`src/rtl/mts_consts.vh`:
```
/*
 Constants for the multiturn link block: register offsets, field positions,
 reset values, mode codes and link timing.
 Assumes nothing; holds definitions only.
*/
`ifndef MTS_CONSTS_VH
`define MTS_CONSTS_VH

// Register offsets on the configuration port.
`define MTS_ADDR_DIR_ERR 8'h0E
`define MTS_ADDR_OFFSET 8'h0F
`define MTS_ADDR_MODE_SYNC 8'h10

// Field positions.
`define MTS_DIR_BIT 5
`define MTS_ERR_HI 7
`define MTS_ERR_LO 6
`define MTS_OFS_HI 7
`define MTS_OFS_LO 4
`define MTS_MODE_HI 3
`define MTS_MODE_LO 0
`define MTS_SBL_HI 5
`define MTS_SBL_LO 4
`define MTS_CHK_BIT 6
`define MTS_PASS_BIT 7

// Reset values.
`define MTS_RST_REG 8'h00

// Error bit evaluation codes.
`define MTS_ERR_NONE 2'h0
`define MTS_ERR_LOW 2'h1
`define MTS_ERR_HIGH 2'h3

// Port A modes allowing the daisy chain.
`define MTS_PA_BISS 3'h2
`define MTS_PA_SSI_LO 3'h5
`define MTS_PA_SSI_HI 3'h7

// Link timing: half period of the turn clock in ns, clock period in ns.
`define MTS_HALF_NS 1000
`define MTS_CLK_NS 100
`define MTS_HALF_CYC (`MTS_HALF_NS / `MTS_CLK_NS)
// Pause after a word before the next read, in ns.
`define MTS_PAUSE_NS 30000
`define MTS_PAUSE_CYC (`MTS_PAUSE_NS / `MTS_CLK_NS)
// Period of automatic checks, in cycles.
`define MTS_CHECK_CYC 100000

`endif

```
`src/rtl/mts_sync2.v`:
```
/*
 Two flip-flop synchroniser for one level from outside the clock domain.
 Assumes a single clock and a synchronous active-high reset.
*/
`timescale 1ns/1ns
module mts_sync2 (
    clock,
    sys_rst,
    async_in,
    sync_out
);
    input wire clock;
    input wire sys_rst;
    input wire async_in;
    output reg sync_out;

    reg meta_r;

    // The first stage is read only by the second stage.
    always @(posedge clock) begin
        if (sys_rst) begin
            meta_r <= 1'b0;
            sync_out <= 1'b0;
        end else begin
            meta_r <= async_in;
            sync_out <= meta_r;
        end
    end
endmodule

```
`src/rtl/mts_word_align.v`:
```
/*
 Splits a received turn word, applies inversion and offset, and checks
 its sync bits against the low bits of the internal counter.
 Assumes the word is right aligned with the last received bit in bit 0.
*/
`timescale 1ns/1ns
module mts_word_align (
    word_in,
    data_bits,
    sync_bits,
    err_bits,
    invert,
    offset,
    internal_cnt,
    turn_out,
    sync_ok
);
    input wire [31:0] word_in;
    input wire [4:0] data_bits;
    input wire [2:0] sync_bits;
    input wire [0:0] err_bits;
    input wire invert;
    input wire [3:0] offset;
    input wire [23:0] internal_cnt;
    output reg [23:0] turn_out;
    output reg sync_ok;

    reg [31:0] body;
    reg [31:0] mask;
    reg [31:0] raw;
    reg [3:0] smask;
    reg [3:0] sync_field;
    reg [3:0] ref_bits;
    reg [3:0] diff;
    reg [4:0] total;

    // Strip the error bit, split data from sync bits, then correct.
    always @* begin
        total = data_bits + {2'b00, sync_bits};
        body = word_in >> err_bits;
        smask = (4'h1 << sync_bits) - 4'h1;
        sync_field = body[3:0] & smask;
        mask = (32'h1 << data_bits) - 32'h1;
        raw = (body >> sync_bits) & mask;
        if (invert) begin
            raw = (~raw) & mask;
            sync_field = (~sync_field) & smask;
        end
        raw = (raw + {28'h0, offset}) & mask;
        // The sync bits carry the fraction of a turn; a wrap of the fraction
        // against the counted cycle moves the turn count by one.
        ref_bits = internal_cnt[3:0] & smask;
        diff = (sync_field - ref_bits) & smask;
        sync_ok = (diff == 4'h0) || (diff == 4'h1) || (diff == smask);
        turn_out = raw[23:0];
        if (total == 5'h0) begin
            sync_ok = 1'b0;
        end
    end
endmodule

```
`src/rtl/mts_top.v`:
```
/*
 Multiturn link controller: reads the turn sensor as clock master,
 keeps a 24-bit turn counter, verifies it, and can chain the host
 clock through to the sensor and the sensor data back to the host.
 Assumes a byte write/read configuration port and singleturn cycle
 events from logic on the same clock.
*/
`timescale 1ns/1ns
`include "mts_consts.vh"

// Overview of operation
// - At startup load the turn counter from the first good external word.
// - After startup count turns up or down on each singleturn cycle.
// - A failed startup read is retried until one succeeds.
// - Mode zero: the 24-bit turn counter extends the singleturn position.
// - Modes 0xB to 0xF read 4, 8, 12, 16, 18 turn bits.
// - Modes 1-6 give 1-6 singleturn bits; 7-A give 3-6 plus 12 turn bits.
// - External singleturn bits feed incremental, commutation and scaled outputs.
// - Sync length codes 0 to 3 select 1 to 4 sync bits.
// - Counter aligns to the external word at startup only, while phase stays in tolerance.
// - Direction invert reverses the external turn code direction.
// - Error evaluation: none, low active, reserved, high active error bit.
// - Word length is data bits plus sync bits plus optional error bit.
// - The four-bit offset is added to read data before alignment.
// - Periodic check bit or verify command compares counter with a fresh read.
// - A mismatch on verification sets the turn mismatch flag.
// - Pass-through allowed in BiSS mode, or SSI modes with the option bit.
// - Chain mode routes host clock to turn clock and turn data inward.
// - In chain mode the sensor is slave ID 0, local device ID 1.
// - Pending port mode applies only at soft reset; a system reset sets port mode zero.
module mts_top #(
    parameter CHECK_CYC = `MTS_CHECK_CYC
) (
    clock,
    sys_rst,
    cfg_wr,
    cfg_rd,
    cfg_addr,
    cfg_wdata,
    cfg_rdata,
    st_cycle_up,
    st_cycle_down,
    turn_verify_cmd,
    mismatch_clear,
    soft_reset,
    ssi_option_bit,
    port_a_mode_pending,
    access_level_pending,
    port_a_mode,
    access_level,
    host_clock_in,
    serial_host_data_in,
    turn_data_in,
    turn_clock_out,
    host_data_sel,
    chain_active,
    turn_count,
    ext_st_bits,
    ext_st_width,
    startup_done,
    turn_mismatch_flag,
    err_flag
);
    input wire clock;
    input wire sys_rst;
    input wire cfg_wr;
    input wire cfg_rd;
    input wire [7:0] cfg_addr;
    input wire [7:0] cfg_wdata;
    output reg [7:0] cfg_rdata;
    input wire st_cycle_up;
    input wire st_cycle_down;
    input wire turn_verify_cmd;
    input wire mismatch_clear;
    input wire soft_reset;
    input wire ssi_option_bit;
    input wire [2:0] port_a_mode_pending;
    input wire [1:0] access_level_pending;
    output reg [2:0] port_a_mode;
    output reg [1:0] access_level;
    input wire host_clock_in;
    input wire serial_host_data_in;
    input wire turn_data_in;
    output wire turn_clock_out;
    output wire host_data_sel;
    output wire chain_active;
    output reg [23:0] turn_count;
    output reg [5:0] ext_st_bits;
    output reg [2:0] ext_st_width;
    output reg startup_done;
    output reg turn_mismatch_flag;
    output reg err_flag;

    localparam ST_IDLE = 3'd0;
    localparam ST_CLK_LO = 3'd1;
    localparam ST_CLK_HI = 3'd2;
    localparam ST_EVAL = 3'd3;
    localparam ST_PAUSE = 3'd4;

    reg [7:0] dir_err_r;
    reg [7:0] offset_r;
    reg [7:0] mode_sync_r;
    reg [2:0] state_r;
    reg [15:0] tmr_r;
    reg [4:0] bit_cnt_r;
    reg [31:0] shift_r;
    reg clk_out_r;
    reg verify_r;
    reg verify_pend_r;
    reg [16:0] chk_cnt_r;
    wire host_clk_s;
    wire turn_data_s;
    wire [23:0] aligned_turn;
    wire sync_ok;

    reg [4:0] data_bits;
    reg [2:0] st_width;
    reg [4:0] word_len;
    reg err_seen;

    wire [3:0] src_mode = mode_sync_r[`MTS_MODE_HI:`MTS_MODE_LO];
    wire [2:0] sync_bits = {1'b0, mode_sync_r[`MTS_SBL_HI:`MTS_SBL_LO]} + 3'h1;
    wire [1:0] err_eval = dir_err_r[`MTS_ERR_HI:`MTS_ERR_LO];
    wire err_en = (err_eval == `MTS_ERR_LOW) || (err_eval == `MTS_ERR_HIGH);
    wire ext_used = (src_mode != 4'h0);

    // Bits in the data part of the word for a source mode.
    function [4:0] mode_bits;
        input [3:0] m;
        begin
            case (m)
                4'h0: mode_bits = 5'd0;
                4'h1, 4'h2, 4'h3, 4'h4, 4'h5, 4'h6: mode_bits = {1'b0, m};
                4'h7, 4'h8, 4'h9, 4'hA: mode_bits = {1'b0, m} + 5'd8;
                4'hB: mode_bits = 5'd4;
                4'hC: mode_bits = 5'd8;
                4'hD: mode_bits = 5'd12;
                4'hE: mode_bits = 5'd16;
                default: mode_bits = 5'd18;
            endcase
        end
    endfunction

    // Derived widths of the external word.
    always @* begin
        data_bits = mode_bits(src_mode);
        if (src_mode >= 4'h1 && src_mode <= 4'h6) begin
            st_width = src_mode[2:0];
        end else if (src_mode >= 4'h7 && src_mode <= 4'hA) begin
            st_width = src_mode[2:0] - 3'h4;
        end else begin
            st_width = 3'h0;
        end
        word_len = data_bits + {2'b00, sync_bits} + {4'h0, err_en};
        if (err_eval == `MTS_ERR_LOW) begin
            err_seen = ~shift_r[0];
        end else if (err_eval == `MTS_ERR_HIGH) begin
            err_seen = shift_r[0];
        end else begin
            err_seen = 1'b0;
        end
    end

    // Pass-through only in BiSS mode or SSI modes with the option bit.
    assign chain_active = mode_sync_r[`MTS_PASS_BIT] &&
        ((port_a_mode == `MTS_PA_BISS) ||
         (ssi_option_bit && port_a_mode >= `MTS_PA_SSI_LO &&
          port_a_mode <= `MTS_PA_SSI_HI));
    // In the chain the sensor answers as ID 0, this device as ID 1.
    assign turn_clock_out = chain_active ? host_clock_in : clk_out_r;
    assign host_data_sel = chain_active ? turn_data_in : serial_host_data_in;

    mts_sync2 u_sync_clk (
        .clock(clock),
        .sys_rst(sys_rst),
        .async_in(host_clock_in),
        .sync_out(host_clk_s)
    );

    mts_sync2 u_sync_dat (
        .clock(clock),
        .sys_rst(sys_rst),
        .async_in(turn_data_in),
        .sync_out(turn_data_s)
    );

    mts_word_align u_align (
        .word_in(shift_r),
        .data_bits(data_bits),
        .sync_bits(sync_bits),
        .err_bits(err_en),
        .invert(dir_err_r[`MTS_DIR_BIT]),
        .offset(offset_r[`MTS_OFS_HI:`MTS_OFS_LO]),
        .internal_cnt(turn_count),
        .turn_out(aligned_turn),
        .sync_ok(sync_ok)
    );

    // Configuration register writes and reads.
    always @(posedge clock) begin
        if (sys_rst) begin
            dir_err_r <= `MTS_RST_REG;
            offset_r <= `MTS_RST_REG;
            mode_sync_r <= `MTS_RST_REG;
            cfg_rdata <= 8'h00;
        end else begin
            if (cfg_wr) begin
                case (cfg_addr)
                    `MTS_ADDR_DIR_ERR: dir_err_r <= cfg_wdata;
                    `MTS_ADDR_OFFSET: offset_r <= cfg_wdata;
                    `MTS_ADDR_MODE_SYNC: mode_sync_r <= cfg_wdata;
                    default: ;
                endcase
            end
            if (cfg_rd) begin
                case (cfg_addr)
                    `MTS_ADDR_DIR_ERR: cfg_rdata <= dir_err_r;
                    `MTS_ADDR_OFFSET: cfg_rdata <= offset_r;
                    `MTS_ADDR_MODE_SYNC: cfg_rdata <= mode_sync_r;
                    default: cfg_rdata <= 8'h00;
                endcase
            end
        end
    end

    // Pending interface settings take effect only at soft reset; reset loads zero.
    always @(posedge clock) begin
        if (sys_rst) begin
            port_a_mode <= 3'h0;
            access_level <= 2'h0;
        end else if (soft_reset) begin
            port_a_mode <= port_a_mode_pending;
            access_level <= access_level_pending;
        end
    end

    // Periodic check timer; a request is held until a read starts.
    always @(posedge clock) begin
        if (sys_rst) begin
            chk_cnt_r <= 17'h0;
            verify_pend_r <= 1'b0;
        end else begin
            if (mode_sync_r[`MTS_CHK_BIT] && startup_done &&
                chk_cnt_r == CHECK_CYC[16:0] - 17'h1) begin
                chk_cnt_r <= 17'h0;
            end else if (mode_sync_r[`MTS_CHK_BIT] && startup_done) begin
                chk_cnt_r <= chk_cnt_r + 17'h1;
            end
            if ((turn_verify_cmd || (mode_sync_r[`MTS_CHK_BIT] && startup_done &&
                chk_cnt_r == CHECK_CYC[16:0] - 17'h1)) && ext_used) begin
                verify_pend_r <= 1'b1;
            end else if (state_r == ST_IDLE && startup_done && !chain_active) begin
                verify_pend_r <= 1'b0;
            end
        end
    end

    // Read sequencer on the turn link, turn counter and flags.
    always @(posedge clock) begin
        if (sys_rst || soft_reset) begin
            state_r <= ST_IDLE;
            tmr_r <= 16'h0;
            bit_cnt_r <= 5'h0;
            shift_r <= 32'h0;
            clk_out_r <= 1'b1;
            verify_r <= 1'b0;
            turn_count <= 24'h0;
            ext_st_bits <= 6'h0;
            ext_st_width <= 3'h0;
            startup_done <= 1'b0;
            turn_mismatch_flag <= 1'b0;
            err_flag <= 1'b0;
        end else begin
            ext_st_width <= st_width;
            if (startup_done && st_cycle_up && !st_cycle_down) begin
                turn_count <= turn_count + 24'h1;
            end else if (startup_done && st_cycle_down && !st_cycle_up) begin
                turn_count <= turn_count - 24'h1;
            end
            if (mismatch_clear) begin
                turn_mismatch_flag <= 1'b0;
            end
            case (state_r)
                ST_IDLE: begin
                    clk_out_r <= 1'b1;
                    tmr_r <= 16'h0;
                    bit_cnt_r <= 5'h0;
                    if (!ext_used) begin
                        startup_done <= 1'b1;
                    end else if (!chain_active && (!startup_done || verify_pend_r)) begin
                        verify_r <= startup_done;
                        state_r <= ST_CLK_LO;
                    end
                end
                ST_CLK_LO: begin
                    clk_out_r <= 1'b0;
                    if (tmr_r == `MTS_HALF_CYC - 1) begin
                        tmr_r <= 16'h0;
                        state_r <= ST_CLK_HI;
                    end else begin
                        tmr_r <= tmr_r + 16'h1;
                    end
                end
                ST_CLK_HI: begin
                    clk_out_r <= 1'b1;
                    if (tmr_r == `MTS_HALF_CYC - 1) begin
                        tmr_r <= 16'h0;
                        shift_r <= {shift_r[30:0], turn_data_s};
                        if (bit_cnt_r == word_len) begin
                            state_r <= ST_EVAL;
                        end else begin
                            bit_cnt_r <= bit_cnt_r + 5'h1;
                            state_r <= ST_CLK_LO;
                        end
                    end else begin
                        tmr_r <= tmr_r + 16'h1;
                    end
                end
                ST_EVAL: begin
                    // The first clock pulse only latches the sensor; word_len
                    // further bits follow, so bit 0 is the last bit received.
                    err_flag <= err_seen;
                    if (err_seen || !sync_ok) begin
                        if (verify_r) begin
                            turn_mismatch_flag <= 1'b1;
                        end
                        state_r <= ST_PAUSE;
                    end else if (!startup_done) begin
                        turn_count <= aligned_turn;
                        ext_st_bits <= shift_r[5:0];
                        startup_done <= 1'b1;
                        state_r <= ST_PAUSE;
                    end else begin
                        if (aligned_turn != (turn_count & ((24'h1 << data_bits) - 24'h1))) begin
                            turn_mismatch_flag <= 1'b1;
                        end
                        ext_st_bits <= shift_r[5:0];
                        state_r <= ST_PAUSE;
                    end
                end
                ST_PAUSE: begin
                    if (tmr_r == `MTS_PAUSE_CYC - 1) begin
                        tmr_r <= 16'h0;
                        state_r <= ST_IDLE;
                    end else begin
                        tmr_r <= tmr_r + 16'h1;
                    end
                end
                default: state_r <= ST_IDLE;
            endcase
        end
    end

    // The host clock sync output is not used yet.
    wire unused_ok = host_clk_s & 1'b0;
endmodule

```
`config.mk`:
```
export PLATFORM = sky130hd
export DESIGN_NAME = mts_top
export DESIGN_NICKNAME = d
export VERILOG_FILES = /design/src/rtl/mts_sync2.v /design/src/rtl/mts_word_align.v /design/src/rtl/mts_top.v
export VERILOG_INCLUDE_DIRS = /design/src /design/src/rtl
export SDC_FILE = /design/constraint.sdc
export NUM_CORES = 1
export LEC_CHECK = 0
export BUFFER_PORTS_ARGS = -buffer_cell sky130_fd_sc_hd__buf_2
export CORE_ASPECT_RATIO = 0.6
export CORE_MARGIN = 4
export CORE_UTILIZATION = 30
export DETAILED_ROUTE_END_ITERATION = 7
export GPL_TIMING_DRIVEN = 1
export HOLD_SLACK_MARGIN = 0.1
export PLACE_DENSITY = 0.42
export SKIP_LAST_GASP = 1
export SYNTH_ARGS = -nofsm -noshare
export SYNTH_HDL_FRONTEND = slang
export SYNTH_HIERARCHICAL = 1
export SYNTH_SLANG_ARGS = --single-unit
```
`constraint.sdc`:
```
create_clock -name clock -period 16.72 [get_ports clock]
set_input_delay 3.344 -clock clock [delete_from_list [all_inputs] [get_ports clock]]
set_output_delay 3.344 -clock clock [all_outputs]
set_load 0.01 [all_outputs]
```
### After elaboration in Yosys (flattened, before gate mapping)

Cells that the tools add are included.

| operators by class | value |
|---|---|
| $add $sub $neg | 15 |
| multiply operators | 0 |
| divide/modulo/power cells | 0 |
| order comparisons | 6 |
| eq/ne operators | 39 |
| shift operators | 5 |
| multiplexer cells | 41 |
| bitwise gates (word level) | 12 |
| reductions and logical operators | 52 |

Operators by type and width:

| operator | count |
|---|---|
| 24-bit 2-to-1 mux | 6 |
| 24-bit AND | 4 |
| 24-bit by 1-bit subtractor with 24-bit output, second input constant | 3 |
| 16-bit case mux with 3 select lines | 1 |
| 1-bit by 5-bit << shifter with 24-bit output, first input constant | 2 |
| 5-bit case mux with 7 select lines | 1 |
| 16-bit 2-to-1 mux | 2 |
| 32-bit by 1-bit right shift with 32-bit output | 1 |
| 32-bit by 3-bit right shift with 24-bit output | 1 |
| 4-bit equality test, second input constant | 7 |
| 24-bit by 1-bit adder with 24-bit output, second input constant | 1 |
| 24-bit by 4-bit adder with 24-bit output | 1 |
| 24-bit inequality test | 1 |
| 24-bit NOT | 1 |
| 8-bit case mux with 3 select lines | 1 |
| 3-bit 2-to-1 mux | 7 |
| 17-bit by 1-bit adder with 17-bit output, second input constant | 1 |
| 17-bit equality test, second input constant | 1 |
| 16-bit by 1-bit adder with 16-bit output, second input constant | 1 |
| 4-bit AND | 4 |
| 16-bit by 4-bit equality test with 1-bit output, second input constant | 1 |
| 16-bit by 9-bit equality test with 1-bit output, second input constant | 1 |
| 4-bit by 3-bit equality test with 1-bit output, second input constant | 4 |
| 8-bit by 4-bit equality test with 1-bit output, second input constant | 2 |
| 51 further kinds | 115 |

| storage, ports and cells | value |
|---|---|
| register bits | 151 |
| latch bits | 0 |
| RAM bits | 0 |
| memory bits (read-only) | 0 |
| bits of input ports | 34 |
| output and inout bits | 52 |
| word-level logic and storage cells | 192 |
| memories | 0 |

### Longest topological paths before layout

Gate-level depths: netlist of run 1.

| depth | value |
|---|---|
| depth after elaboration | 17 |
| mapped depth | 29 |
| gate-level depth less buffers | 25 |

### By module

The synthesis of run 1 kept the hierarchy.

By module, submodules not included:

| module | times used | cells an instance | area an instance (µm²) | sequential area each (µm²) |
|---|---|---|---|---|
| mts_top | 1 | 1048 | 8155.3 | 2982.9 |
| mts_word_align | 1 | 495 | 3595.9 | 0.0 |
| mts_sync2 | 1 | 4 | 52.6 | 40.0 |

### Worst setup path before layout of run 1

No wires, ideal clock.

| timing path | value |
|---|---|
| path type | in2out |
| from | input port ssi_option_bit |
| to | output port host_data_sel |
| arrival time | 4.167 ns |
| required time | 13.376 ns |
| setup slack | 9.209 ns |
| stages on the path | 4 |
| path buffers | 1 |
| cells stage by stage | nand2b_1 > and3_1 > clkbuf_1 > mux2_2 |

| between the ends | value |
|---|---|
| word-level cells in the longest chain between the ends | 5 |

RTL lines:

| element | RTL line | text |
|---|---|---|
| start: declaration | mts_top.v:76 | `input wire ssi_option_bit;` |
| 1-bit logical AND (no source line) (2 in series) | - |  |
| 1-bit logical OR | mts_top.v:166 | `` ((port_a_mode == `MTS_PA_BISS) \|\| `` |
| 1-bit logical AND | mts_top.v:165 | `` assign chain_active = mode_sync_r[`MTS_PASS_BIT] && `` |
| net chain_active | mts_top.v:86 | `output wire chain_active;` |
| 1-bit 2-to-1 mux | mts_top.v:171 | `assign host_data_sel = chain_active ? turn_data_in : serial_host_data_in;` |
| end: declaration | mts_top.v:85 | `output wire host_data_sel;` |

The timed path passes the listed nets, and every way through them passes these cells.

### Worst setup path in the final report of run 1

| timing path | value |
|---|---|
| from | register mode_sync_r[0] |
| to | register turn_mismatch_flag |

| between the ends | value |
|---|---|
| word-level cells in the longest chain between the ends | 16 |
| elaborated cells between the ends (all ways) | 40 |
| those cells by class | 5 x add/sub; 15 x eq/ne; 2 x shift; 7 x mux; 5 x bitwise; 6 x reduce/logical |

RTL lines:

| element | RTL line | text |
|---|---|---|
| start: declaration | mts_top.v:102 | `reg [7:0] mode_sync_r;` |
| start signal: assignment | mts_top.v:204 | `` mode_sync_r <= `MTS_RST_REG; `` |
| start signal: assignment | mts_top.v:211 | `` `MTS_ADDR_MODE_SYNC: mode_sync_r <= cfg_wdata; `` |
| parallel branches: the longest is 2 deep, another holds 4-bit by 4-bit adder with 5-bit output | - |  |
| 5-bit case mux with 7 select lines * | mts_top.v:131 | `case (m)` |
| net data_bits[3] | mts_top.v:116 | `reg [4:0] data_bits;` |
| 1-bit by 5-bit << shifter with 24-bit output * | mts_word_align.v:43 | `mask = (32'h1 << data_bits) - 32'h1;` |
| 24-bit by 1-bit subtractor with 24-bit output * | mts_word_align.v:43 |  |
| 24-bit AND | mts_word_align.v:44 | `raw = (body >> sync_bits) & mask;` |
| 24-bit NOT | mts_word_align.v:46 | `raw = (~raw) & mask;` |
| 24-bit AND | mts_word_align.v:46 |  |
| 24-bit 2-to-1 mux | mts_word_align.v:45 | `if (invert) begin` |
| 24-bit by 4-bit adder with 24-bit output | mts_word_align.v:49 | `raw = (raw + {28'h0, offset}) & mask;` |
| 24-bit AND * | mts_word_align.v:49 |  |
| net aligned_turn[22] | mts_top.v:113 | `wire [23:0] aligned_turn;` |
| 24-bit inequality test * | mts_top.v:334 | `if (aligned_turn != (turn_count & ((24'h1 << data_bits) - 24'h1))) begin` |
| 1-bit 2-to-1 mux * | mts_top.v:334 |  |
| 1-bit 2-to-1 mux * | mts_top.v:328 | `end else if (!startup_done) begin` |
| 1-bit 2-to-1 mux * | mts_top.v:323 | `if (err_seen \|\| !sync_ok) begin` |
| 1-bit 2-to-1 mux * | mts_top.v:283 | `case (state_r)` |
| end signal: assignment | mts_top.v:281 | `turn_mismatch_flag <= 1'b0;` |
| end signal: assignment | mts_top.v:325 | `turn_mismatch_flag <= 1'b1;` |
| end signal: assignment | mts_top.v:335 | `turn_mismatch_flag <= 1'b1;` |
| end: declaration | mts_top.v:91 | `output reg turn_mismatch_flag;` |

Mark *: on every way through the listed nets, which the timed path passes.
A chain may end at the register's enable or synchronous reset.

==> results.md, run 1 <==
- Area growth syn-to-layout: 11.6%
- Pwr dens: 61.7 nW/um^2
- Worst R2R End: turn_mismatch_flag$_SDFF_PP0_
- Final setup violation count: 0
- Synthesized flop and latch total: 151
- Antenna cells: 0
- Setup tns final: 0 ps
- Final Cell Area: between 10000 and 15000 sq um
- Share of layout cells above drive strength 1: 13.0%
- Root buf cell: clkbuf_16
- Tightest Hold Check Type: register to register
- Total grt overflow: 0
- Post-CTS Repair Setup Buffers: 0
- Num rows: 55
- Skew final: roughly 14 ps
- Worst-path maximum fanout: 25
- Final ANT Viol Nets: 0
- Cts hold-fix bufs: 0
- Arrival time at the worst endpoint: 8110 ps
- VDD IR-drop max: 0.0565 mV
- Worst-Skew Late Latency: 450 ps
- Largest area contributor in the netlist: dfxtp_1
- Req. time, crit path: 17050 ps
- First-pass GRT wire length: 63.0 mm
- Synth Flop Type: dfxtp_1
- End point of the critical path: turn_mismatch_flag$_SDFF_PP0_
- Initial antenna violation count: 0
- Post-detail-place hpwl: 30.3 mm
- Syn Area/Cell: 7.63 sq um
- Async SR Flop Fraction: 0%
- Area contributors post-synth: dfxtp_1, mux2i_1, nand2_1
- Status: completed
- Clock transition at the registers of the reported paths: 80 ps
- Final WL: approximately 40 mm
- Vias: 11400
- Vias in the first global route: roughly 11000
- Place WS: just over 9000 ps
- Yosys top cell area share: approximately 26%
- Mapped cell area: 11800 sq um
- Nets: 1623
- Unrepaired setup endpoints after global routing: no
- Pleak: 4.73 nW
- Setup ws final: 8940 ps
- Mapped Cells: 1547
- IO Pins: 86
- Max transition margin: a little over a fifth
- Initial Util: 30.9%
- MaxCap Viol Count: 0
- FMAX: about 130 MHz
- Seq/Total Area, Yosys: 25.6%
- DR DRC count: 0
- Max Root-Sink Buffers: 2
- GRT Util Overall: 18.5%
- RR Startpoint: mode_sync_r[0]$_SDFFE_PP0P_
- Post-placement cell count: between 2000 and 2500
- Core area: 38300 sq um
- Die Span Y: about 160 microns
- WL/cell: 19.3 microns
- Die X: 264 microns
- Crit path launch type: register
- Vias/cell: around 5.5
- CTS tree: built
- Post-synth EDFFs: 0
- Syn Nets: 1606
- Starting DRT DRC Count: 1058
- Total CTS buffers: 17
- Synth warn: 6
- Final slew viol count: 0
- Largest net degree at the start of global routing: 74
- Post-CTS sizing: 0
- Worst setup path start: mode_sync_r[0]$_SDFFE_PP0P_
- R2R Setup Slk: ~8900 ps
- Worst Reg-to-Reg Cells: 23
- Crit. End Element: register
- Final Wtd Congestion: ~0.9
- Unique masters post-synth: 90
- Slew @ Worst Pin: ~1200 ps
- Final Cycle Share: a little under half
- DR pass1 iterations: 8
- WS Path Type: register to register
- Final Non-Filler Cells: 2090
- Min Tclk post-route: 7780 ps
- I/O Buffers: 85
- H-tree depth: 4
- Die ar.: 42700 sq um
- Clock tree sinks: about 150
- Final Hold Fails: 0
- Cell Area, Placed: 12600 sq um
- Tot Pwr: between 800 and 900 uW
[metrics by stage]
stage | util [%] | hold WS (ps)
2_1_floorplan | - | 414
3_3_place_gp | 32.8 | 434
3_5_place_dp | 32.8 | 432
4_1_cts | 34.4 | 452
5_1_grt | 34.4 | 479
6_report | 34.4 | 448
[flip-flops by register name, indices dropped and copies added, names as in the netlist, 5 cells and up]
signal,cells
offset_r,8
cfg_rdata,8
chk_cnt_r,17
ext_st_bits,6
mode_sync_r,8
dir_err_r,8
shift_r,32
tmr_r,16
turn_count,24
bit_cnt_r,5
[cells in the final DEF (no fill, tap or decap), types with 26 or more instances in the layout]
| cell | instances |
|---|---|
| nor2_1 | 140 |
| xnor2_1 | 77 |
| dfxtp_1 | 151 |
| inv_1 | 39 |
| nand2_1 | 202 |
| mux2i_1 | 87 |
| a21oi_1 | 133 |
| nand4_1 | 27 |
| nor3_1 | 36 |
| nand2b_1 | 26 |
| xor2_1 | 31 |
| nand3_1 | 54 |
| o21ai_0 | 65 |
| buf_2 | 85 |
[worst min path at each step]
stage,from,end,slack (ps),depth (start not counted)
floorplan,u_sync_dat/meta_r$_SDFF_PP0_,u_sync_dat/sync_out$_SDFF_PP0_,410,1
global placement,u_sync_dat/meta_r$_SDFF_PP0_,u_sync_dat/sync_out$_SDFF_PP0_,430,1
detailed placement,u_sync_dat/meta_r$_SDFF_PP0_,u_sync_dat/sync_out$_SDFF_PP0_,430,1
CTS,u_sync_dat/meta_r$_SDFF_PP0_,u_sync_dat/sync_out$_SDFF_PP0_,450,1
global route,u_sync_dat/meta_r$_SDFF_PP0_,u_sync_dat/sync_out$_SDFF_PP0_,480,1
finish,u_sync_dat/meta_r$_SDFF_PP0_,u_sync_dat/sync_out$_SDFF_PP0_,450,1
[per-layer routing]
layer	vias to the layer above	GRT usage, %	wire [microns]	share of wire [%]
met5	-	0	0	0
met4	0	3.14	321	0.80
met3	21	3.36	2220	5.5
met2	327	23.7	15000	37
met1	5463	31.1	22800	57
li1	5604	-	-	-
[critical path, stage by stage, from the launching register on]
cell and delay (ps):
dfxtp_1 920, and3b_1 260, o21a_1 620, nor3_1 310, nand3_1 170, ha_1 640, inv_1 330, xnor2_1 280
nor2_1 80, ha_1 310, nor2b_1 170, o21ai_0 90, nand2b_1 70, inv_1 70, or3_4 390, or3_1 510
or4_1 450, a21oi_1 290, nor4bb_1 330, a31o_2 140, a22oi_1 90, a2111oi_0 540, nand4b_1 150, o41a_1 420
[power breakdown]
group / internal (mW) / switching (mW) / total, mW
combinational: 0.0145 / 0.0245 / 0.0390
sequential: 0.361 / 0.00394 / 0.365
clock: 0.205 / 0.204 / 0.409
total: 0.581 / 0.232 / 0.813
[cell type report]
class | instances | area [sq um]
fillers | 4128 | 25100
multi-input cells | 1246 | 8150
flip-flops and latches | 151 | 3020
well taps | 513 | 642
repair buffers | 105 | 576
clock buffers | 17 | 425
clock inverters | 15 | 199
inverters | 43 | 161
[cells in the mapped netlist, drive strengths merged, types with 13 or more instances]
library cell / instances
a21oi: 133
nor4: 23
nand2b: 26
nor2b: 23
nor2: 141
buf: 33
dfxtp: 151
nand3: 54
or3: 24
xor2: 31
mux2i: 89
xnor2: 77
clkbuf: 74
nand2: 202
mux4: 14
nand4: 27
a211oi: 14
a22oi: 13
and3: 21
mux2: 21
o21ai: 66
inv: 41
ha: 21
nor3: 37
[logic make-up after synthesis]
logic type	Yosys count	synth area share [%]
buffers and inverters	150	5.45
and+or+nand+nor	652	27.5
DFF	151	25.6
muxes	124	12.3
adders and majority gates	26	2.99
xor gates and xnor gates	108	8.01
AOI/OAI and AO/OA	336	18.1
No activity file was read; power rests on OpenSTA's default activity.
==> run 2: changes to the inputs <==
==> constraint.sdc (replaced) <==
create_clock -name clock -period 8.1 [get_ports clock]
set_input_delay 1.62 -clock clock [delete_from_list [all_inputs] [get_ports clock]]
set_output_delay 1.62 -clock clock [all_outputs]
set_load 0.01 [all_outputs]
==> results.md, run 2 (same netlist as run 1, synthesis figures left out) <==
- WL/cell: 19.6 microns (+1.6%)
- Req. time, crit path: 8440 ps (-8610 ps)
- MaxCap Viol Count: 0 (unchanged)
- VDD IR-drop max: 0.126 mV (+120%)
- Worst-Skew Late Latency: 460 ps (about the same)
- Die Span Y: 162 microns (unchanged)
- Final setup violation count: 0 (unchanged)
- Combinational share of power: 4.7% (about the same)
- Worst-path cell chain: nand2b_1 > o221ai_1 > buf_4 > or3_1 > nor3_1 > inv_1 > ha_1 > buf_4 > or3_1 > and2_0 > o21ai_0 > nand3_1 > nor4_2 > o2111ai_1 > o31ai_1 > a21oi_1 > nor3_1 > o221ai_1 > or4b_1 > a2111oi_0 > nand4b_1 > o41a_1
- Routed wl met2: 15.0 mm (+0.40%)
- Initial antenna violation count: 0 (unchanged)
- Die X: 264 microns (unchanged)
- Crit path launch type: register
- Final Cell Area: 13300 sq um (+0.64%)
- Arrival time at the worst endpoint: 7490 ps (-620 ps)
- H-tree depth: 4 (unchanged)
- FMAX: 140 MHz (+8.8%)
- Final Cycle Share: 88.3% (+42 points)
- Starting DRT DRC Count: 1153 (+9.0%)
- Total grt overflow: 0 (unchanged)
- Max reg flops: 32 (unchanged)
- Clock transition at the registers of the reported paths: 80 ps (about the same)
- Top Registers: shift_r x32, turn_count x24, chk_cnt_r x17
- Cts hold-fix bufs: 0 (unchanged)
- Final slew viol count: 0 (unchanged)
- Max transition margin: 33.9% (+12 points)
- Buf/Inv on CP: 3 (+1)
- Final ANT Viol Nets: 0 (unchanged)
- I/O Buffers: 85 (unchanged)
- Tightest Hold Check Type: register to register
- Vias: 11500 (+0.58%)
- First-pass GRT wire length: 63.8 mm (+1.4%)
- Crit path max-delay family: simple AND/OR/NAND/NOR gates
- Root buf cell: clkbuf_16
- Total CTS buffers: 17 (unchanged)
- Crit. End Element: register
- Max Used Layer: met4
- Internal Power: 1.26 mW (+120%)
- Status: completed
- DRT met1 WL: 22.8 mm (about the same)
- Pleak: 4.78 nW (+1.1%)
- Largest register by flop count: shift_r
- Post-detail-place hpwl: 31.3 mm (+3.3%)
- Largest net degree at the start of global routing: 44 (-41%)
- Num rows: 55 (unchanged)
- Share of layout cells above drive strength 1: 13.4% (+0.38 points)
- Pwr dens: 131 nW/um^2 (+110%)
- Worst path max stage delay: 660 ps (-260 ps)
- Final Hold Fails: 0 (unchanged)
- Setup tns final: 0 ps (unchanged)
- Worst path slowest cell: dfxtp_1
- WS Path Type: register to register
- Clock tree sinks: 151 (unchanged)
- GRT Util Overall: 18.8% (+0.34 points)
- Clock power share: 51.9% (+1.6 points)
- P_sw: 480 uW (+110%)
- Sequential power share: 43.4% (-1.5 points)
- Sw frac: 27.6% (-0.93 points)
- Wire length on met3: 2.98 mm (+34%)
- Slew @ Worst Pin: 966 ps (-197 ps)
- Max Root-Sink Buffers: 2 (unchanged)
- Final Wtd Congestion: 0.880 (-4.1%)
- Vias in the first global route: 10500 (+0.41%)
- DR pass1 iterations: 6 (-2)
- Worst-path maximum fanout: 19 (-24%)
- Die ar.: 42700 sq um (unchanged)
- Vias/cell: 5.47 (+0.19%)
- Initial Util: 30.9% (unchanged)
- Min Tclk post-route: 7150 ps (-628 ps)
- CTS tree: built
- IO Pins: 86 (unchanged)
- Commonest non-fill, non-tap cell in the layout: nand2_1
- Final WL: 41.1 mm (+2.0%)
- Post-CTS sizing: 0 (unchanged)
- Nets: 1630 (+0.43%)
- Cell Area, Placed: 12600 sq um (+0.42%)
- Core area: 38300 sq um (unchanged)
- Area growth syn-to-layout: 12.3%
- Commonest non-fill, non-tap cells in the layout: nand2_1, dfxtp_1, nor2_1, a21oi_1, mux2i_1
- DR DRC count: 0 (unchanged)
- Unrepaired setup endpoints after global routing: no
- Skew final: 18.2 ps (+3.73 ps)
- Post-CTS Repair Setup Buffers: 0 (unchanged)
-- run 2: changes by cell type in the layout (fill, tap and decap cells not counted), sizes merged --
cell      before  now
bufinv         0    2
diode          0    1
buf          105  112
clkinv        10    7
clkinvlp       0    1
-- run 2: area by class of cell --
cell class              count  area, sq um
repair buffers            112          628
flip-flops and latches    151         3020
inverters                  43          161
clock inverters            15          228
clock buffers              17          425
fillers                  4159        25000
diodes                      1         2.50
well taps                 513          642
multi-input cells        1246         8150
-- run 2: worst reg2reg max path: stages, from the launching register on --
cell and delay [ps]:
dfxtp_1 660, nand2b_1 260, o221ai_1 150, buf_4 230, or3_1 400, nor3_1 370
inv_1 80, ha_1 210, buf_4 210, or3_1 380, and2_0 180, o21ai_0 300
nand3_1 150, nor4_2 330, o2111ai_1 520, o31ai_1 410, a21oi_1 130, nor3_1 360
o221ai_1 210, or4b_1 540, a2111oi_0 420, nand4b_1 160, o41a_1 410
-- run 2: worst paths after layout --
kind / start / end / slack, ps / depth (start not counted)
setup reg to reg: mode_sync_r[3]$_SDFFE_PP0P_ / turn_mismatch_flag$_SDFF_PP0_ / 950 / 22
hold reg to reg: u_sync_dat/meta_r$_SDFF_PP0_ / u_sync_dat/sync_out$_SDFF_PP0_ / 450 / 1
hold / removal: u_sync_dat/meta_r$_SDFF_PP0_ / u_sync_dat/sync_out$_SDFF_PP0_ / 450 / 1
setup / recovery: mode_sync_r[3]$_SDFFE_PP0P_ / turn_mismatch_flag$_SDFF_PP0_ / 950 / 22
-- run 2: per-layer routing --
layer  vias to the layer above  track usage [%]
li1                       5607                -
met1                      5475             31.3
met2                       375             24.1
met3                        24             4.23
met4                         0             2.93
met5                         -                0
-- run 2: power by group through the flow --
stage / Clock, mW / Sequential (mW) / Combinational, mW
2_1_floorplan: 0 / 0.769 / 0.0509
3_3_place_gp: 0 / 0.772 / 0.0813
3_5_place_dp: 0 / 0.772 / 0.0811
4_1_cts: 0.925 / 0.754 / 0.0814
5_1_grt: 0.955 / 0.755 / 0.0889
6_report: 0.902 / 0.755 / 0.0813
-- run 2: per-stage QoR --
step           instances  worst slack [ps]  hold WS, ps  total power, mW  utilization [%]
6_report            2098               948          448             1.74             34.7
5_1_grt             2097               480          459             1.80             34.7
4_1_cts             2097              1070          447             1.76             34.7
3_5_place_dp        2065              1100          428            0.853             32.9
3_3_place_gp        2065              1330          430            0.853             32.9
2_1_floorplan       1547              1460          414            0.820                -
==> run 3: changes to the inputs <==
--- a/config.mk
+++ b/config.mk
@@ -13,7 +13,7 @@
 export DETAILED_ROUTE_END_ITERATION = 7
 export GPL_TIMING_DRIVEN = 1
 export HOLD_SLACK_MARGIN = 0.1
-export PLACE_DENSITY = 0.42
+export PLACE_DENSITY = 0.44
 export SKIP_LAST_GASP = 1
 export SYNTH_ARGS = -nofsm -noshare
 export SYNTH_HDL_FRONTEND = slang
==> constraint.sdc (replaced) <==
create_clock -name clock -period 6.1 [get_ports clock]
set_input_delay 1.22 -clock clock [delete_from_list [all_inputs] [get_ports clock]]
set_output_delay 1.22 -clock clock [all_outputs]
set_load 0.01 [all_outputs]
==> results.md, run 3 (same netlist as run 1, synthesis figures left out) <==
- Status: completed
- P_sw: 641 uW (+33%)
- Final Wtd Congestion: 0.899 (+2.2%)
- Final Hold Fails: 0 (unchanged)
- Hold_ws: 451 ps (+2.79 ps)
- Initial Util: 30.9% (unchanged)
- IO Pins: 86 (unchanged)
- Cell Area, Placed: 13000 sq um (+3.2%)
- Final slew viol count: 0 (unchanged)
- Setup tns final: 0 ps (unchanged)
- Nets: 1680 (+3.1%)
- First-pass GRT wire length: 63.3 mm (-0.83%)
- Die X: 264 microns (unchanged)
- Cts hold-fix bufs: 0 (unchanged)
- Final Cell Area: 13700 sq um (+3.7%)
- Initial antenna violation count: 0 (unchanged)
- H-tree depth: 4 (unchanged)
- Post-detail-place hpwl: 31.6 mm (+0.90%)
- Max transition margin: 19.5% (-14 points)
- Tightest Hold Check Type: register to register
- GRT Util Overall: 18.6% (-0.19 points)
- Skew final: 14.8 ps (-3.38 ps)
- Clock power share: 50.3% (-1.6 points)
- Commonest non-fill, non-tap cell in the layout: nand2_1
- I/O Buffers: 85 (unchanged)
- Post-layout util: 35.9% (+1.3 points)
- Worst-path cell chain: buf_4 > and3b_1 > o21a_1 > or3_4 > nor3_2 > inv_1 > ha_1 > nand2b_1 > fa_1 > nor2b_1 > o21ai_0 > nand2b_1 > inv_1 > or3_4 > or3_1 > buf_4 > or4_1 > a21oi_4 > a31o_2 > a22oi_1 > a2111oi_2 > nand4b_1 > o41a_1
- Clock transition at the registers of the reported paths: 80 ps (about the same)
- RR Startpoint: mode_sync_r[1]$_SDFFE_PP0P_
- Top Registers: shift_r x32, turn_count x24, chk_cnt_r x17
- Vias/cell: 5.41 (-1.1%)
- Die ar.: 42700 sq um (unchanged)
- Crit path launch type: register
- MaxCap Viol Count: 0 (unchanged)
- Arrival time at the worst endpoint: 6120 ps (-1370 ps)
- Combinational share of power: 4.9% (+0.2 points)
- Worst-path maximum fanout: 9 (-10)
- Buf/Inv on CP: 4 (+1)
- Tot Pwr: 2.23 mW (+29%)
- Antenna cells: 0 (-1)
- Total grt overflow: 0 (unchanged)
- Max reg flops: 32 (unchanged)
- Sw frac: 28.7% (+1.1 points)
- Worst path max stage delay: 520 ps (-140 ps)
- WS Path Type: register to register
- Pwr dens: 162 nW/um^2 (+24%)
- Area growth syn-to-layout: 16.5%
- Worst Hold End: u_sync_dat/sync_out$_SDFF_PP0_
- Max Root-Sink Buffers: 2 (unchanged)
- Share of layout cells above drive strength 1: 17.4% (+4.1 points)
- Final setup violation count: 0 (unchanged)
- VDD IR-drop max: 0.201 mV (+59%)
- Req. time, crit path: 6450 ps (-1990 ps)
- Unrepaired setup endpoints after global routing: no
- Num rows: 55 (unchanged)
- Root buf cell: clkbuf_16
- Slew @ Worst Pin: 1190 ps (+224 ps)
- Largest register by flop count: shift_r
- Worst-Skew Late Latency: 460 ps (about the same)
- FMAX: 173 MHz (+24%)
- Commonest non-fill, non-tap cells in the layout: nand2_1, dfxtp_1, nor2_1, a21oi_1, buf_2
- Crit path max-delay family: simple AND/OR/NAND/NOR gates
- Hold path depth: 1 (unchanged)
- Vias: 11600 (+1.2%)
- Crit. End Element: register
- Clock tree sinks: 151 (unchanged)
- Die Span Y: 162 microns (unchanged)
- Final Cycle Share: 94.6% (+6.3 points)
- Final ANT Viol Nets: 0 (unchanged)
- Sequential power share: 44.8% (+1.4 points)
- Worst Reg-to-Reg Cells: 23 (+4.5%)
- Final WL: 40.9 mm (-0.33%)
- DR DRC count: 0 (unchanged)
- Min Tclk post-route: 5770 ps (-1380 ps)
- Vias in the first global route: 10600 (+0.72%)
- Internal Power: 1.59 mW (+27%)
- R2R Setup Slk: 330 ps (-620 ps)
- Worst R2R End: turn_mismatch_flag$_SDFF_PP0_
- Largest net degree at the start of global routing: 44 (unchanged)
- Min-delay src: u_sync_dat/meta_r$_SDFF_PP0_
- Worst path slowest cell: or4_1
- Pleak: 5.01 nW (+4.8%)
- Core area: 38300 sq um (unchanged)
- Starting DRT DRC Count: 1297 (+12%)
- Total CTS buffers: 17 (unchanged)
- CTS tree: built
- WL/cell: 19.1 microns (-2.6%)
- DR pass1 iterations: 5 (-1)
==> run 3: power by group through the flow <==
stage / logic [mW] / clock network (mW) / registers, mW
finish: 0.110 / 1.12 / 1.00
global route: 0.120 / 1.20 / 1.00
CTS: 0.109 / 1.15 / 1.00
detailed placement: 0.109 / 0 / 1.02
global placement: 0.110 / 0 / 1.02
floorplan: 0.0677 / 0 / 1.02
==> run 3: worst max-delay path by stage <==
stage | endpoint | cells after the start | startpoint | slack (ps)
floorplan | turn_mismatch_flag$_SDFF_PP0_ | 29 | mode_sync_r[3]$_SDFFE_PP0P_ | 8
global placement | turn_mismatch_flag$_SDFF_PP0_ | 22 | mode_sync_r[3]$_SDFFE_PP0P_ | 240
detailed placement | turn_mismatch_flag$_SDFF_PP0_ | 21 | mode_sync_r[3]$_SDFFE_PP0P_ | 70
CTS | turn_mismatch_flag$_SDFF_PP0_ | 21 | mode_sync_r[3]$_SDFFE_PP0P_ | 30
global route | turn_mismatch_flag$_SDFF_PP0_ | 24 | mode_sync_r[4]$_SDFFE_PP0P_ | 10
finish | turn_mismatch_flag$_SDFF_PP0_ | 23 | mode_sync_r[1]$_SDFFE_PP0P_ | 330
==> run 3: layer usage <==
layer | global-route usage [%] | vias up | part of all wire (%)
li1 | - | 5729 | -
met3 | 4.32 | 31 | 7.6
met5 | 0 | - | 0
met4 | 3.69 | 0 | 1.2
met1 | 31.3 | 5442 | 55
met2 | 22.8 | 421 | 36
==> run 3: metrics by stage <==
stage,instances,worst slack (ps)
finish,2147,331
floorplan,1547,7.81
detailed placement,2113,65.7
global route,2147,14.7
CTS,2145,33.1
global placement,2113,237
==> run 3: timing repair <==
item,CTS,global route
endpoints found under the setup margin,0,1
resized for setup,0,25
buffers inserted,0,2
==> run 3: cell type report <==
class	instances	area (sq um)
inverter	43	166
tap	513	642
multi-input combinational	1246	8270
sequential	151	3030
clock inverter	15	196
clock buffer	17	425
fill	4046	24500
timing repair buffer	162	1020
